## src/rtl/uec_map.vh

```
// Purpose: register map, field positions and reset values of the enhanced feature control
// Assumes: one 8-bit register per aligned 32-bit Wishbone word
// Notes:
`ifndef UEC_MAP_VH
`define UEC_MAP_VH

`define UEC_OFS_SCRATCH   6'h00
`define UEC_OFS_FEATURE   6'h04
`define UEC_OFS_ENH_SEL   6'h08
`define UEC_OFS_TX_FILL   6'h0c
`define UEC_OFS_INT_EN    6'h10
`define UEC_OFS_FIFO_CTL  6'h14
`define UEC_OFS_MODEM_CTL 6'h18
`define UEC_OFS_INT_STAT  6'h1c
`define UEC_OFS_RESUME1   6'h20
`define UEC_OFS_RESUME2   6'h24
`define UEC_OFS_PAUSE1    6'h28
`define UEC_OFS_PAUSE2    6'h2c
`define UEC_OFS_TURN_DLY  6'h30
`define UEC_OFS_RX_TRIG   6'h34

`define UEC_RST_SCRATCH   8'hff
`define UEC_RST_ZERO      8'h00

`define UEC_FCT_IR_INV    4
`define UEC_FCT_HDX       5
`define UEC_ENH_SPECIAL   5
`define UEC_ENH_ENABLE    4
`define UEC_ENH_AUTO_RTS  6
`define UEC_ENH_AUTO_CTS  7
`define UEC_MCR_SEL_DTR   2
`define UEC_ST_SPECIAL    4
`define UEC_ST_PAUSE      5

`define UEC_MASK_IER      8'hf0
`define UEC_MASK_FCR      8'h30
`define UEC_MASK_MCR      8'he0
`define UEC_MASK_ISR      8'h30

`endif

```

## src/rtl/uec_hyst.v

```verilog
// Purpose: receive flow-control thresholds from trigger, table and hysteresis code
// Assumes: next-level thresholds for tables A-C come from the trigger table logic
// Notes: purely combinational; upper clips at 127, lower saturates at 0
`default_nettype none
module uec_hyst (
	input  wire [1:0] table_sel_i,
	input  wire [3:0] hyst_code_i,
	input  wire [6:0] trig_i,
	input  wire [6:0] next_up_i,
	input  wire [6:0] next_dn_i,
	output reg  [6:0] up_o,
	output reg  [6:0] dn_o
);

	// Character count for each hysteresis code
	function [6:0] hyst_chars;
		input [3:0] code;
		begin
			case (code)
			4'h0: hyst_chars = 7'h00;
			4'h1: hyst_chars = 7'h04;
			4'h2: hyst_chars = 7'h06;
			4'h3: hyst_chars = 7'h08;
			4'h4: hyst_chars = 7'h08;
			4'h5: hyst_chars = 7'h10;
			4'h6: hyst_chars = 7'h18;
			4'h7: hyst_chars = 7'h20;
			4'h8: hyst_chars = 7'h28;
			4'h9: hyst_chars = 7'h2c;
			4'ha: hyst_chars = 7'h30;
			4'hb: hyst_chars = 7'h34;
			4'hc: hyst_chars = 7'h0c;
			4'hd: hyst_chars = 7'h14;
			4'he: hyst_chars = 7'h1c;
			default: hyst_chars = 7'h24;
			endcase
		end
	endfunction

	reg [7:0] sum;
	reg [6:0] h;

	// Table D uses the field, other tables fall back to next levels
	always @* begin
		h   = hyst_chars(hyst_code_i);
		sum = {1'b0, trig_i} + {1'b0, h};
		if (table_sel_i == 2'b11) begin
			up_o = sum[7] ? 7'h7f : sum[6:0];
			dn_o = (trig_i > h) ? (trig_i - h) : 7'h00;
		end else begin
			up_o = next_up_i;
			dn_o = next_dn_i;
		end
	end

endmodule
`default_nettype wire

```

## src/rtl/uec_ctrl.v

```verilog
// Purpose: per-channel enhanced feature control with a Wishbone register slave
// Assumes: core-side strobes share sys_clk_i; pins are synchronised here
// Notes: trigger table contents, baud generator and FIFOs live in the core
//
// Local design decisions: the placing of the registers and register access over Wishbone.
`include "uec_map.vh"
`default_nettype none
module uec_ctrl #(
	parameter FILL_MAX = 8'h40
) (
	input  wire        sys_clk_i,
	input  wire        rst_n_i,
	// Wishbone classic slave
	input  wire        wb_cyc_i,
	input  wire        wb_stb_i,
	input  wire        wb_we_i,
	input  wire [5:0]  wb_adr_i,
	input  wire [31:0] wb_dat_i,
	input  wire [3:0]  wb_sel_i,
	output reg  [31:0] wb_dat_o,
	output reg         wb_ack_o,
	// Transmit side of the core
	input  wire        tx_push_i,
	input  wire        tx_pop_i,
	input  wire        tx_busy_i,
	input  wire        tx_char_done_i,
	input  wire        bit_tick_i,
	output reg         tx_go_o,
	output reg         tx_irq_o,
	output reg  [1:0]  tx_flow_mode_o,
	// Receive side of the core
	input  wire        rx_valid_i,
	input  wire [7:0]  rx_char_i,
	input  wire [6:0]  rx_level_i,
	input  wire [6:0]  rx_next_up_i,
	input  wire [6:0]  rx_next_dn_i,
	output reg         rx_store_o,
	output reg  [7:0]  rx_store_data_o,
	output reg         rx_resume_o,
	output reg         rx_pause_o,
	output reg         rx_trig_o,
	// Register copies for the core
	output reg  [7:0]  int_en_o,
	output reg  [7:0]  fifo_ctl_o,
	output reg  [7:0]  modem_ctl_o,
	output reg  [1:0]  table_sel_o,
	// Pins
	input  wire        irda_rx_i,
	input  wire        cts_n_i,
	input  wire        dsr_n_i,
	output reg         irda_rx_o,
	output reg         rts_n_o,
	output reg         dtr_n_o
);

	localparam HD_IDLE = 2'd0;
	localparam HD_SEND = 2'd1;
	localparam HD_WAIT = 2'd2;

	localparam SQ_NONE   = 2'd0;
	localparam SQ_RESUME = 2'd1;
	localparam SQ_PAUSE  = 2'd2;

	// Merge protected and free bits of one register byte
	function [7:0] merge;
		input [7:0] old;
		input [7:0] upd;
		input [7:0] prot;
		input       unlock;
		begin
			merge = unlock ? upd : ((old & prot) | (upd & ~prot));
		end
	endfunction

	reg  [7:0] scratch_q;
	reg  [7:0] feature_q;
	reg  [7:0] enh_q;
	reg  [7:0] fill_q;
	reg  [7:0] ier_q;
	reg  [7:0] fcr_q;
	reg  [7:0] mcr_q;
	reg  [7:0] res1_q;
	reg  [7:0] res2_q;
	reg  [7:0] pau1_q;
	reg  [7:0] pau2_q;
	reg  [3:0] dly_q;
	reg  [6:0] trig_q;
	reg        spec_q;
	reg        pause_st_q;
	reg  [1:0] hd_q;
	reg  [3:0] hd_cnt_q;
	reg  [1:0] seq_q;
	reg        hold_q;
	reg  [2:0] sync1_q;
	reg  [2:0] sync2_q;
	reg  [31:0] rdat;

	wire [6:0] th_up;
	wire [6:0] th_dn;

	wire req     = wb_cyc_i & wb_stb_i & ~wb_ack_o;
	wire wr      = req & wb_we_i & wb_sel_i[0];
	wire [7:0] wd = wb_dat_i[7:0];
	wire unlock  = enh_q[`UEC_ENH_ENABLE];
	wire hdx     = feature_q[`UEC_FCT_HDX];
	wire irda_s  = sync2_q[0];
	wire cts_s   = sync2_q[1];
	wire dsr_s   = sync2_q[2];
	wire sel_dtr = mcr_q[`UEC_MCR_SEL_DTR];
	wire fill_z  = (fill_q == `UEC_RST_ZERO);

	uec_hyst u_hyst (
		.table_sel_i (feature_q[7:6]),
		.hyst_code_i (feature_q[3:0]),
		.trig_i      (trig_q),
		.next_up_i   (rx_next_up_i),
		.next_dn_i   (rx_next_dn_i),
		.up_o        (th_up),
		.dn_o        (th_dn)
	);

	// Two-flop synchronisers for the pins
	always @(posedge sys_clk_i or negedge rst_n_i) begin
		if (!rst_n_i) begin
			sync1_q <= 3'h7;
			sync2_q <= 3'h7;
		end else begin
			sync1_q <= {dsr_n_i, cts_n_i, irda_rx_i};
			sync2_q <= sync1_q;
		end
	end

	// Read mux; unmapped addresses read zero
	always @* begin
		rdat = 32'h0000_0000;
		case (wb_adr_i)
		`UEC_OFS_SCRATCH:   rdat[7:0] = scratch_q;
		`UEC_OFS_FEATURE:   rdat[7:0] = feature_q;
		`UEC_OFS_ENH_SEL:   rdat[7:0] = enh_q;
		`UEC_OFS_TX_FILL:   rdat[7:0] = fill_q;
		`UEC_OFS_INT_EN:    rdat[7:0] = ier_q;
		`UEC_OFS_FIFO_CTL:  rdat[7:0] = fcr_q;
		`UEC_OFS_MODEM_CTL: rdat[7:0] = mcr_q;
		`UEC_OFS_INT_STAT:  rdat[7:0] = {2'b00, pause_st_q, spec_q, 2'b00, rx_trig_o, tx_irq_o};
		`UEC_OFS_RESUME1:   rdat[7:0] = res1_q;
		`UEC_OFS_RESUME2:   rdat[7:0] = res2_q;
		`UEC_OFS_PAUSE1:    rdat[7:0] = pau1_q;
		`UEC_OFS_PAUSE2:    rdat[7:0] = pau2_q;
		`UEC_OFS_TURN_DLY:  rdat[7:0] = {dly_q, 4'h0};
		`UEC_OFS_RX_TRIG:   rdat[7:0] = {1'b0, trig_q};
		default:            rdat = 32'h0000_0000;
		endcase
	end

	// Bus answer: one-cycle ack, every address answered
	always @(posedge sys_clk_i or negedge rst_n_i) begin
		if (!rst_n_i) begin
			wb_ack_o <= 1'b0;
			wb_dat_o <= 32'h0000_0000;
		end else begin
			wb_ack_o <= req;
			if (req)
				wb_dat_o <= rdat;
		end
	end

	// Software registers; protected bits follow the enable bit
	always @(posedge sys_clk_i or negedge rst_n_i) begin
		if (!rst_n_i) begin
			scratch_q <= `UEC_RST_SCRATCH;
			feature_q <= `UEC_RST_ZERO;
			enh_q     <= `UEC_RST_ZERO;
			ier_q     <= `UEC_RST_ZERO;
			fcr_q     <= `UEC_RST_ZERO;
			mcr_q     <= `UEC_RST_ZERO;
			res1_q    <= `UEC_RST_ZERO;
			res2_q    <= `UEC_RST_ZERO;
			pau1_q    <= `UEC_RST_ZERO;
			pau2_q    <= `UEC_RST_ZERO;
			dly_q     <= 4'h0;
			trig_q    <= 7'h00;
		end else if (wr) begin
			case (wb_adr_i)
			`UEC_OFS_SCRATCH:   scratch_q <= wd;
			`UEC_OFS_FEATURE:   feature_q <= wd;
			`UEC_OFS_ENH_SEL:   enh_q     <= wd;
			`UEC_OFS_INT_EN:    ier_q <= merge(ier_q, wd, `UEC_MASK_IER, unlock);
			`UEC_OFS_FIFO_CTL:  fcr_q <= merge(fcr_q, wd, `UEC_MASK_FCR, unlock);
			`UEC_OFS_MODEM_CTL: mcr_q <= merge(mcr_q, wd, `UEC_MASK_MCR, unlock);
			`UEC_OFS_RESUME1:   res1_q    <= wd;
			`UEC_OFS_RESUME2:   res2_q    <= wd;
			`UEC_OFS_PAUSE1:    pau1_q    <= wd;
			`UEC_OFS_PAUSE2:    pau2_q    <= wd;
			`UEC_OFS_TURN_DLY:  dly_q     <= unlock ? wd[7:4] : dly_q;
			`UEC_OFS_RX_TRIG:   trig_q    <= (wd > FILL_MAX) ? FILL_MAX[6:0] : wd[6:0];
			default:            scratch_q <= scratch_q;
			endcase
		end
	end

	// Transmit fill count; simultaneous push and pop cancel
	always @(posedge sys_clk_i or negedge rst_n_i) begin
		if (!rst_n_i)
			fill_q <= `UEC_RST_ZERO;
		else if (tx_push_i && !tx_pop_i && fill_q != FILL_MAX)
			fill_q <= fill_q + 8'h01;
		else if (tx_pop_i && !tx_push_i && !fill_z)
			fill_q <= fill_q - 8'h01;
	end

	// Half-duplex direction: a load cancels any pending turnaround
	always @(posedge sys_clk_i or negedge rst_n_i) begin
		if (!rst_n_i) begin
			hd_q     <= HD_IDLE;
			hd_cnt_q <= 4'h0;
		end else if (!hdx) begin
			hd_q     <= HD_IDLE;
			hd_cnt_q <= 4'h0;
		end else begin
			case (hd_q)
			HD_IDLE: begin
				if (tx_push_i)
					hd_q <= HD_SEND;
			end
			HD_SEND: begin
				if (tx_char_done_i && fill_z && !tx_push_i) begin
					hd_cnt_q <= dly_q;
					hd_q     <= (dly_q == 4'h0) ? HD_IDLE : HD_WAIT;
				end
			end
			HD_WAIT: begin
				if (tx_push_i)
					hd_q <= HD_SEND;
				else if (bit_tick_i) begin
					hd_cnt_q <= hd_cnt_q - 4'h1;
					if (hd_cnt_q == 4'h1)
						hd_q <= HD_IDLE;
				end
			end
			default: hd_q <= HD_IDLE;
			endcase
		end
	end

	// Receive threshold hold: set at upper, cleared below lower
	always @(posedge sys_clk_i or negedge rst_n_i) begin
		if (!rst_n_i)
			hold_q <= 1'b0;
		else if (!enh_q[`UEC_ENH_AUTO_RTS])
			hold_q <= 1'b0;
		else if (rx_level_i >= th_up)
			hold_q <= 1'b1;
		else if (rx_level_i < th_dn)
			hold_q <= 1'b0;
	end

	// Pins and level outputs, all from flops
	always @(posedge sys_clk_i or negedge rst_n_i) begin
		if (!rst_n_i) begin
			rts_n_o   <= 1'b1;
			dtr_n_o   <= 1'b1;
			irda_rx_o <= 1'b0;
			tx_go_o   <= 1'b0;
			tx_irq_o  <= 1'b0;
			rx_trig_o <= 1'b0;
		end else begin
			// Half-duplex owns RTS; otherwise software level, pulled high by hold unless DTR is selected
			if (hdx)
				rts_n_o <= (hd_q != HD_IDLE);
			else
				rts_n_o <= ~(mcr_q[1] & ~(hold_q & ~sel_dtr));
			dtr_n_o   <= ~(mcr_q[0] & ~(hold_q & sel_dtr));
			irda_rx_o <= irda_s ^ feature_q[`UEC_FCT_IR_INV];
			// The core samples tx_go_o only before a start bit
			tx_go_o   <= ~(enh_q[`UEC_ENH_AUTO_CTS] & (sel_dtr ? dsr_s : cts_s));
			if (hdx)
				tx_irq_o <= fill_z & ~tx_busy_i & ~tx_push_i;
			else
				tx_irq_o <= fill_z & ~tx_push_i;
			rx_trig_o <= (rx_level_i >= trig_q);
		end
	end

	// Register copies for the core
	always @(posedge sys_clk_i or negedge rst_n_i) begin
		if (!rst_n_i) begin
			int_en_o       <= `UEC_RST_ZERO;
			fifo_ctl_o     <= `UEC_RST_ZERO;
			modem_ctl_o    <= `UEC_RST_ZERO;
			table_sel_o    <= 2'b00;
			tx_flow_mode_o <= 2'b00;
		end else begin
			int_en_o       <= ier_q;
			fifo_ctl_o     <= fcr_q;
			modem_ctl_o    <= mcr_q;
			table_sel_o    <= feature_q[7:6];
			tx_flow_mode_o <= enh_q[3:2];
		end
	end

	// Receive character classification
	reg [1:0] rxm;
	reg       dual;
	reg       is_res;
	reg       is_pau;
	reg       eat;
	reg [1:0] seq_d;
	always @* begin
		rxm    = enh_q[1:0];
		// Both receive bits: sequence unless one transmit pair chosen
		dual   = (rxm == 2'b11) && (enh_q[3:2] == 2'b11 || enh_q[3:2] == 2'b00);
		is_res = 1'b0;
		is_pau = 1'b0;
		eat    = 1'b0;
		seq_d  = SQ_NONE;
		case (rxm)
		2'b10: begin
			is_res = (rx_char_i == res1_q);
			is_pau = (rx_char_i == pau1_q);
			eat    = is_res | is_pau;
		end
		2'b01: begin
			is_res = (rx_char_i == res2_q);
			is_pau = (rx_char_i == pau2_q);
			eat    = is_res | is_pau;
		end
		2'b11: begin
			if (!dual) begin
				is_res = (rx_char_i == res1_q) | (rx_char_i == res2_q);
				is_pau = (rx_char_i == pau1_q) | (rx_char_i == pau2_q);
				eat    = is_res | is_pau;
			end else if (seq_q == SQ_RESUME && rx_char_i == res2_q) begin
				is_res = 1'b1;
				eat    = 1'b1;
			end else if (seq_q == SQ_PAUSE && rx_char_i == pau2_q) begin
				is_pau = 1'b1;
				eat    = 1'b1;
			end else if (rx_char_i == res1_q) begin
				seq_d = SQ_RESUME;
				eat   = 1'b1;
			end else if (rx_char_i == pau1_q) begin
				seq_d = SQ_PAUSE;
				eat   = 1'b1;
			end
		end
		default: eat = 1'b0;
		endcase
	end

	wire special = enh_q[`UEC_ENH_SPECIAL] & (rx_char_i == pau2_q);
	wire st_clr  = wr & (wb_adr_i == `UEC_OFS_INT_STAT) & unlock;

	// Receive pulses, sequence state and sticky status; set beats clear
	always @(posedge sys_clk_i or negedge rst_n_i) begin
		if (!rst_n_i) begin
			seq_q           <= SQ_NONE;
			rx_store_o      <= 1'b0;
			rx_store_data_o <= `UEC_RST_ZERO;
			rx_resume_o     <= 1'b0;
			rx_pause_o      <= 1'b0;
			spec_q          <= 1'b0;
			pause_st_q      <= 1'b0;
		end else begin
			rx_store_o  <= rx_valid_i & ~eat;
			rx_resume_o <= rx_valid_i & is_res;
			rx_pause_o  <= rx_valid_i & is_pau;
			if (rx_valid_i) begin
				rx_store_data_o <= rx_char_i;
				seq_q           <= seq_d;
			end
			if (rx_valid_i && special)
				spec_q <= 1'b1;
			else if (st_clr && wd[`UEC_ST_SPECIAL])
				spec_q <= 1'b0;
			if (rx_valid_i && is_pau)
				pause_st_q <= 1'b1;
			else if (st_clr && wd[`UEC_ST_PAUSE])
				pause_st_q <= 1'b0;
		end
	end

endmodule
`default_nettype wire

```

## config.mk

```make
export PLATFORM = sky130hd
export DESIGN_NAME = uec_ctrl
export DESIGN_NICKNAME = d
export VERILOG_FILES = /design/src/rtl/uec_hyst.v /design/src/rtl/uec_ctrl.v
export VERILOG_INCLUDE_DIRS = /design/src /design/src/rtl
export SDC_FILE = /design/constraint.sdc
export NUM_CORES = 1
export LEC_CHECK = 0
export BUFFER_PORTS_ARGS = -buffer_cell sky130_fd_sc_hd__buf_2
export CAP_MARGIN = 5
export CORE_ASPECT_RATIO = 0.9
export CORE_MARGIN = 5
export CORE_UTILIZATION = 50
export CTS_BUF_LIST = sky130_fd_sc_hd__clkbuf_16
export DETAILED_ROUTE_END_ITERATION = 16
export PLACE_DENSITY = 0.73
export SLEW_MARGIN = 0
export SYNTH_ARGS = -nofsm -noshare
export SYNTH_HDL_FRONTEND = slang
export SYNTH_SLANG_ARGS = --single-unit
```

## constraint.sdc

```tcl
create_clock -name sys_clk_i -period 5.6 [get_ports sys_clk_i]
set_input_delay 1.4 -clock sys_clk_i [delete_from_list [all_inputs] [get_ports sys_clk_i]]
set_output_delay 1.4 -clock sys_clk_i [all_outputs]
set_load 0.01 [all_outputs]
```

# ---- Yosys cells after proc, flatten, opt, wreduce, memory -nomap -nowiden
# Memory sizes are Yosys's and may differ from the RTL's.
# Cells that the tools add are included.
# Widths: inputs -> output; s select.
dict set report totals {
  ff_bits 170
  romBits 80
  inputBits 85
  out_inout_bits 78
  memories 1
}
dict set report classes {
  addsub 5
  magnitude_cmp 5
  n_eq_ne 36
  muxes 53
  n_bitwise 37
  reduce_logical 40
}
# name words width rd rd_ports_with_merged_regs wr line
set memory_table {}
lappend memory_table {{(name not given)} 16 5 1 0 0 uec_hyst.v:19} ;# case (code)
# op n
set ops {}
lappend ops {{$pmux 8 s14} 1}
lappend ops {{$mux 8} 5}
lappend ops {{$eq 6x6->1 const B} 6}
lappend ops {{$mux 7} 5}
lappend ops {{$eq 8x8->1} 4}
lappend ops {{$mux 2} 13}
lappend ops {{$eq 6x5->1 const B} 4}
lappend ops {{$reduce_and 2->1} 11}
lappend ops {{$mux 1} 20}
lappend ops {{$and 1x1->1} 18}
lappend ops {{$mux 4} 4}
lappend ops {{$ge 7x7->1} 2}
lappend ops {{$logic_and 1x1->1} 13}
lappend ops {{$eq 2x2->1 const B} 6}
lappend ops {{$eq 6x4->1 const B} 2}
lappend ops {{$ne 3x3->1 const B} 4}
lappend ops {{$not 1->1} 10}
lappend ops {{$pmux 1 s3} 3}
lappend ops {{$add 7x7->8} 1}
lappend ops {{$add 8x1->8 const B} 1}
lappend ops {{$gt 8x7->1 const B} 1}
lappend ops {{$logic_not 8->1} 1}
lappend ops {{$ne 4x4->1 const B} 2}
lappend ops {{$ne 8x7->1 const B} 1}
lappend ops {{24 further kinds} 38}

# ---- Logic depth before layout (Yosys ltp)
dict set report depth {
  ltp_word 9
  depth_mapped 20
  ltp_nobuf 19
}

# ---- By module
# A second synthesis with hierarchy kept.
dict set report unflattened {
  hier_cells 838
  hier_area_um2 9233.9
}
# mod n_inst cells_each area_per_inst_um2 seq_area_each_um2
set by_module_without_submodules {}
lappend by_module_without_submodules {uec_ctrl 1 723 8414.3 4274.1}
lappend by_module_without_submodules {uec_hyst 1 115 819.5 0.0}

# ---- Worst setup path before layout
# No wires, ideal clock.
dict set report synth_path {
  path_kind {flip-flop to flip-flop}
  start {register feature_q[0]}
  end {register hold_q}
  arrival_ns 3.415
  required_time_ns 5.472
  slack_ns 2.057
  stages_incl_launch_ff 15
  path_buffers 0
  path_cell_list {dfrtp_1 > inv_1 > ha_1 > o31ai_1 > ha_1 > a21o_1 > a21oi_1 > nor2b_1 > o21ai_0 > mux2_2 > o31ai_1 > ha_1 > a21o_1 > a31o_2 > o2bb2ai_1}
}
dict set report synth_between {
  elab_chain_cells 7
}
# element line
set synth_rtl {}
lappend synth_rtl {{from (decl)} uec_ctrl.v:76} ;# reg [7:0] feature_q;
lappend synth_rtl {{from (signal assigned)} uec_ctrl.v:171} ;# feature_q <= `UEC_RST_ZERO;
lappend synth_rtl {{from (signal assigned)} uec_ctrl.v:185} ;# `UEC_OFS_FEATURE: feature_q <= wd;
lappend synth_rtl {{$mem_v2 16x5 (*)} n/a}
lappend synth_rtl {{$add 7x7->8} uec_hyst.v:46} ;# sum = {1'b0, trig_i} + {1'b0, h};
lappend synth_rtl {{$mux 7} uec_hyst.v:48} ;# up_o = sum[7] ? 7'h7f : sum[6:0];
lappend synth_rtl {{$mux 7} uec_hyst.v:47} ;# if (table_sel_i == 2'b11) begin
lappend synth_rtl {{$ge 7x7->1} uec_ctrl.v:251} ;# else if (rx_level_i >= th_up)
lappend synth_rtl {{$mux 1} uec_ctrl.v:251}
lappend synth_rtl {{$mux 1} uec_ctrl.v:249} ;# else if (!enh_q[`UEC_ENH_AUTO_RTS])
lappend synth_rtl {{to (signal assigned)} uec_ctrl.v:248} ;# hold_q <= 1'b0;
lappend synth_rtl {{to (signal assigned)} uec_ctrl.v:250} ;# hold_q <= 1'b0;
lappend synth_rtl {{to (signal assigned)} uec_ctrl.v:252} ;# hold_q <= 1'b1;
lappend synth_rtl {{to (decl)} uec_ctrl.v:93} ;# reg hold_q;
# Every way passes the cells marked *; elsewhere a longest branch is shown, timed or not.
# A chain may end at the register's enable or synchronous reset.

# ---- Worst setup path in the final report
# Same ends and word-level chain as after synthesis.

==> flow_summary.html <==
<table>
<tr><th>Metric</th><th>Value</th></tr>
<tr><th colspan="2">Run status</th></tr>
<tr><td>Result of the run</td><td>finished clean</td></tr>
<tr><th colspan="2">Final layout</th></tr>
<tr><td>Final Non-Filler Cells</td><td>1127</td></tr>
<tr><td>Fraction of final layout cells with drive strength greater than 1</td><td>0.320</td></tr>
<tr><td>Antenna Cells</td><td>0</td></tr>
<tr><td>Net count reported at finish</td><td>1003</td></tr>
<tr><td>Signed area change from the synthesized netlist to the final layout</td><td>13.0%</td></tr>
<tr><th colspan="2">CTS</th></tr>
<tr><td>Number of buffers added for setup after CTS</td><td>0</td></tr>
<tr><td>Clock Tree Buf Depth</td><td>2</td></tr>
<tr><td>Level count of the clock H-tree</td><td>4</td></tr>
<tr><td>Clock root buffer master</td><td>clkbuf_16</td></tr>
<tr><td>Cells resized by post-CTS repair</td><td>0</td></tr>
<tr><td>Worst-Skew Late Latency</td><td>0.43 ns</td></tr>
<tr><td>Sinks on the clock net</td><td>170</td></tr>
<tr><td>CTS tree</td><td>built</td></tr>
<tr><td>Cts bufs inserted</td><td>17</td></tr>
<tr><td>Count of hold buffers inserted by post-cts repair</td><td>0</td></tr>
<tr><td>CTS clk-pin slew, worst paths</td><td>0.06 ns</td></tr>
<tr><th colspan="2">Floorplan</th></tr>
<tr><td>Count of pins on the block boundary</td><td>163</td></tr>
<tr><td>Width of the die</td><td>152 um</td></tr>
<tr><td>Vert. Die Dim</td><td>138 um</td></tr>
<tr><td>Core Area</td><td>0.0177 mm2</td></tr>
<tr><td>Die Area</td><td>0.0209 mm2</td></tr>
<tr><td>Initial standard-cell utilization of the core</td><td>0.511</td></tr>
<tr><td>Floorplan row count</td><td>46</td></tr>
<tr><th colspan="2">STA</th></tr>
<tr><td>Final hold viol count</td><td>0</td></tr>
<tr><td>Pins over their slew limit</td><td>0</td></tr>
<tr><td>Unrepaired setup endpoints after global routing</td><td>no</td></tr>
<tr><td>Measured slew at the worst slew-check pin</td><td>0.775 ns</td></tr>
<tr><td>Worst hold margin</td><td>0.350 ns</td></tr>
<tr><td>Final Setup Violations</td><td>0</td></tr>
<tr><td>Worst slew margin</td><td>0.483</td></tr>
<tr><td>Fmax</td><td>0.249 GHz</td></tr>
<tr><td>Tmin final</td><td>4.02 ns</td></tr>
<tr><td>Setup skew after layout</td><td>0.0123 ns</td></tr>
<tr><td>Final worst setup slack</td><td>1.58 ns</td></tr>
<tr><td>Share of the cycle needed by the critical path after routing</td><td>0.717</td></tr>
<tr><td>Setup total negative slack</td><td>0 ns</td></tr>
<tr><th colspan="2">Routing</th></tr>
<tr><td>Final routed wirelength across all metal layers</td><td>22.1 mm</td></tr>
<tr><td>Antenna-violating nets left</td><td>0</td></tr>
<tr><td>DR vias/cell</td><td>5.78</td></tr>
<tr><td>Routed len/inst</td><td>19.6 um</td></tr>
<tr><td>Drt pass-1 iters</td><td>5</td></tr>
<tr><td>DRC errors left</td><td>0</td></tr>
<tr><td>Iter 0 DRT Violations</td><td>482</td></tr>
<tr><td>Detailed-route via count</td><td>6515</td></tr>
<tr><th colspan="2">Synth</th></tr>
<tr><td>Number of enable-type register cells in the synthesized netlist</td><td>0</td></tr>
<tr><td>Synthesized netlist cell count</td><td>781</td></tr>
<tr><td>Combined area of all synthesized cells</td><td>0.00906 mm2</td></tr>
<tr><td>Main synth FF type</td><td>dfrtp_1</td></tr>
<tr><td>Mean post-synth cell area</td><td>11.6 um2</td></tr>
<tr><td>Flip-flop and latch count after synthesis</td><td>170</td></tr>
<tr><td>Warnings from Yosys</td><td>0</td></tr>
<tr><td>Number of distinct library cell variants in the gate-level netlist after synthesis</td><td>69</td></tr>
<tr><td>Post-synthesis sequential area ratio</td><td>0.471</td></tr>
<tr><td>Proportion of register bits with asynchronous set or reset after synthesis</td><td>1.00</td></tr>
<tr><th colspan="2">Critical path</th></tr>
<tr><td>Path type of the worst setup path</td><td>flip-flop to flip-flop</td></tr>
<tr><td>Worst reg-to-reg path cell count</td><td>14</td></tr>
<tr><td>Critical Path Start Type</td><td>flip-flop</td></tr>
<tr><td>Worst-case register-to-register setup slack</td><td>1.58 ns</td></tr>
<tr><td>Req. time, crit path</td><td>5.91 ns</td></tr>
<tr><td>Maximum fanout encountered on the critical timing path</td><td>5</td></tr>
<tr><td>Most repeated library cell on the critical path</td><td>ha_1</td></tr>
<tr><td>Cell type group with the largest total delay on the critical path</td><td>compound AO/OA/AOI/OAI gates</td></tr>
<tr><td>End of the worst register-to-register path</td><td>hold_q</td></tr>
<tr><td>Worst Path Buf+Inv</td><td>1</td></tr>
<tr><td>Cell type of the slowest stage on the worst timing path</td><td>o31ai_1</td></tr>
<tr><td>Setup crit end kind</td><td>flip-flop</td></tr>
<tr><td>Crit path DAT</td><td>4.33 ns</td></tr>
<tr><td>Cell-by-cell trace of the critical path</td><td>inv_1 &gt; ha_1 &gt; o31ai_1 &gt; ha_1 &gt; a21o_1 &gt; a21oi_1 &gt; nor2b_1 &gt; o21ai_0 &gt; mux2_2 &gt; o31ai_1 &gt; ha_1 &gt; a21o_1 &gt; a31o_2 &gt; o2bb2ai_1</td></tr>
<tr><td>Source of the worst register-to-register timing path</td><td>feature_q[0]</td></tr>
<tr><td>Maximum single-stage delay on the critical path</td><td>0.59 ns</td></tr>
<tr><th colspan="2">Placed design</th></tr>
<tr><td>Setup Slack @ Placement</td><td>1.57 ns</td></tr>
<tr><td>GPL Wtd Cong</td><td>0.852</td></tr>
<tr><td>Total placed cells including tap cells</td><td>1095</td></tr>
<tr><td>Buffers added on ports</td><td>111</td></tr>
<tr><td>Detail Placement HPWL</td><td>16.3 mm</td></tr>
<tr><th colspan="2">Global route</th></tr>
<tr><td>Via count of the first global-routing pass</td><td>6273</td></tr>
<tr><td>Pin count of the biggest net entering global routing</td><td>97</td></tr>
<tr><td>Number of antenna violations at the first check in global routing</td><td>0</td></tr>
<tr><td>Overall global routing resource usage</td><td>0.214</td></tr>
<tr><td>Total congestion overflow after global routing</td><td>0</td></tr>
<tr><td>First-pass GRT wire length</td><td>35.1 mm</td></tr>
<tr><th colspan="2">Min path</th></tr>
<tr><td>Min-Delay Startpoint</td><td>sync1_q[0]</td></tr>
<tr><td>Capture endpoint of the worst hold path</td><td>sync2_q[0]</td></tr>
<tr><td>Min-delay worst type</td><td>flip-flop to flip-flop</td></tr>
<tr><td>Worst Hold Path Cells</td><td>0</td></tr>
<tr><th colspan="2">Pwr</th></tr>
<tr><td>Pwr per Cell Area</td><td>286 mW/mm2</td></tr>
<tr><td>Leakage</td><td>4.90 nW</td></tr>
<tr><td>Maximum VDD drop</td><td>0.000363 V</td></tr>
<tr><th colspan="2">Flow run</th></tr>
<tr><td># Max-Cap Violations</td><td>0</td></tr>
</table>
## how the worst max path moves through the flow
stage,from,to,slack (ns),depth (start not counted)
2_1_floorplan,feature_q[0],hold_q,2.06,14
5_1_grt,feature_q[0],hold_q,1.29,14
3_3_place_gp,feature_q[0],hold_q,1.64,14
4_1_cts,feature_q[0],hold_q,1.56,14
3_5_place_dp,feature_q[0],hold_q,1.57,14
6_report,feature_q[0],hold_q,1.58,14
## Yosys cell counts (8+ instances only)
master | count | area share
a21oi_1 | 32 | 0.018
buf_4 | 27 | 0.022
nor2_1 | 32 | 0.013
nand2b_1 | 9 | 0.0062
nand2_1 | 51 | 0.021
dfrtp_1 | 154 | 0.43
xor2_1 | 20 | 0.019
mux2_2 | 99 | 0.12
mux4_2 | 10 | 0.025
a21o_1 | 15 | 0.012
a22o_1 | 13 | 0.013
dfstp_2 | 16 | 0.046
xnor2_1 | 28 | 0.027
o21ai_0 | 28 | 0.015
nand3_1 | 8 | 0.0044
a22oi_1 | 13 | 0.011
ha_1 | 41 | 0.057
inv_1 | 26 | 0.011
clkbuf_1 | 26 | 0.011
## layout make-up
| cell class | instances | area [um2] |
|---|---|---|
| Clock inverter | 15 | 136 |
| Clock buffer | 17 | 425 |
| Timing Repair Buffer | 113 | 589 |
| Multi-Input combinational cell | 546 | 4420 |
| Tap cell | 240 | 300 |
| Sequential cell | 170 | 4270 |
| Fill cell | 1503 | 7480 |
| Inverter | 26 | 97.6 |
## logic make-up after synthesis
kind of cell,count (synthesis),share of synthesized area
and+or+nand+nor,166,0.101
buffers and inverters,88,0.0502
xor gates and xnor gates,48,0.0464
adders and majority gates,44,0.0632
DFF,170,0.471
muxes,115,0.154
AOI/OAI and AO/OA,149,0.112
other,1,0.000414
## report_power, final
part | total (mW) | switching, mW | leakage, nW | internal, mW
Sequential | 1.36 | 0.0660 | 2.25 | 1.29
Clock | 1.14 | 0.488 | 0.281 | 0.648
Combinational | 0.436 | 0.237 | 2.37 | 0.199
## stage by stage
step | utilization | total power [mW] | cell area, um2
5_1_grt | 0.578 | 3.06 | 10200
6_report | 0.578 | 2.93 | 10200
3_3_place_gp | 0.546 | 1.80 | 9680
4_1_cts | 0.578 | 2.94 | 10200
3_5_place_dp | 0.546 | 1.81 | 9680
2_1_floorplan | - | 1.68 | 9150
## placed cells by master, fill, tap and decap left out, types with 6 or more instances in the layout
master	count
inv_1	28
dfrtp_1	154
nor4_1	7
o21ai_0	28
a21oi_1	32
a22o_1	13
nand2b_1	9
mux2i_1	6
and3_1	6
mux2_2	99
nand2_1	51
conb_1	24
dfstp_2	16
a21o_1	15
buf_2	110
xnor2_1	28
mux4_2	10
clkbuf_16	17
nor2_2	6
ha_1	41
a22oi_1	13
a221oi_1	6
nor2_1	32
xor2_1	20
nand3_1	8
## routing by layer
metal / wire length [um] / global-route usage / vias to the layer above
met1: 9980 / 0.302 / 3272
met5: 0 / 0 / -
met3: 1510 / 0.0487 / 32
li1: - / - / 2962
met2: 10200 / 0.336 / 249
met4: 375 / 0.0619 / 0
## worst reg2reg max path, cell delays in order (launching register included)
cell and delay, ns:
dfrtp_1 0.44, inv_1 0.08, ha_1 0.31, o31ai_1 0.59, ha_1 0.38, a21o_1 0.16, a21oi_1 0.21, nor2b_1 0.08
o21ai_0 0.17, mux2_2 0.35, o31ai_1 0.32, ha_1 0.32, a21o_1 0.16, a31o_2 0.21, o2bb2ai_1 0.12
Note: power is estimated with default switching activity, not from simulation.
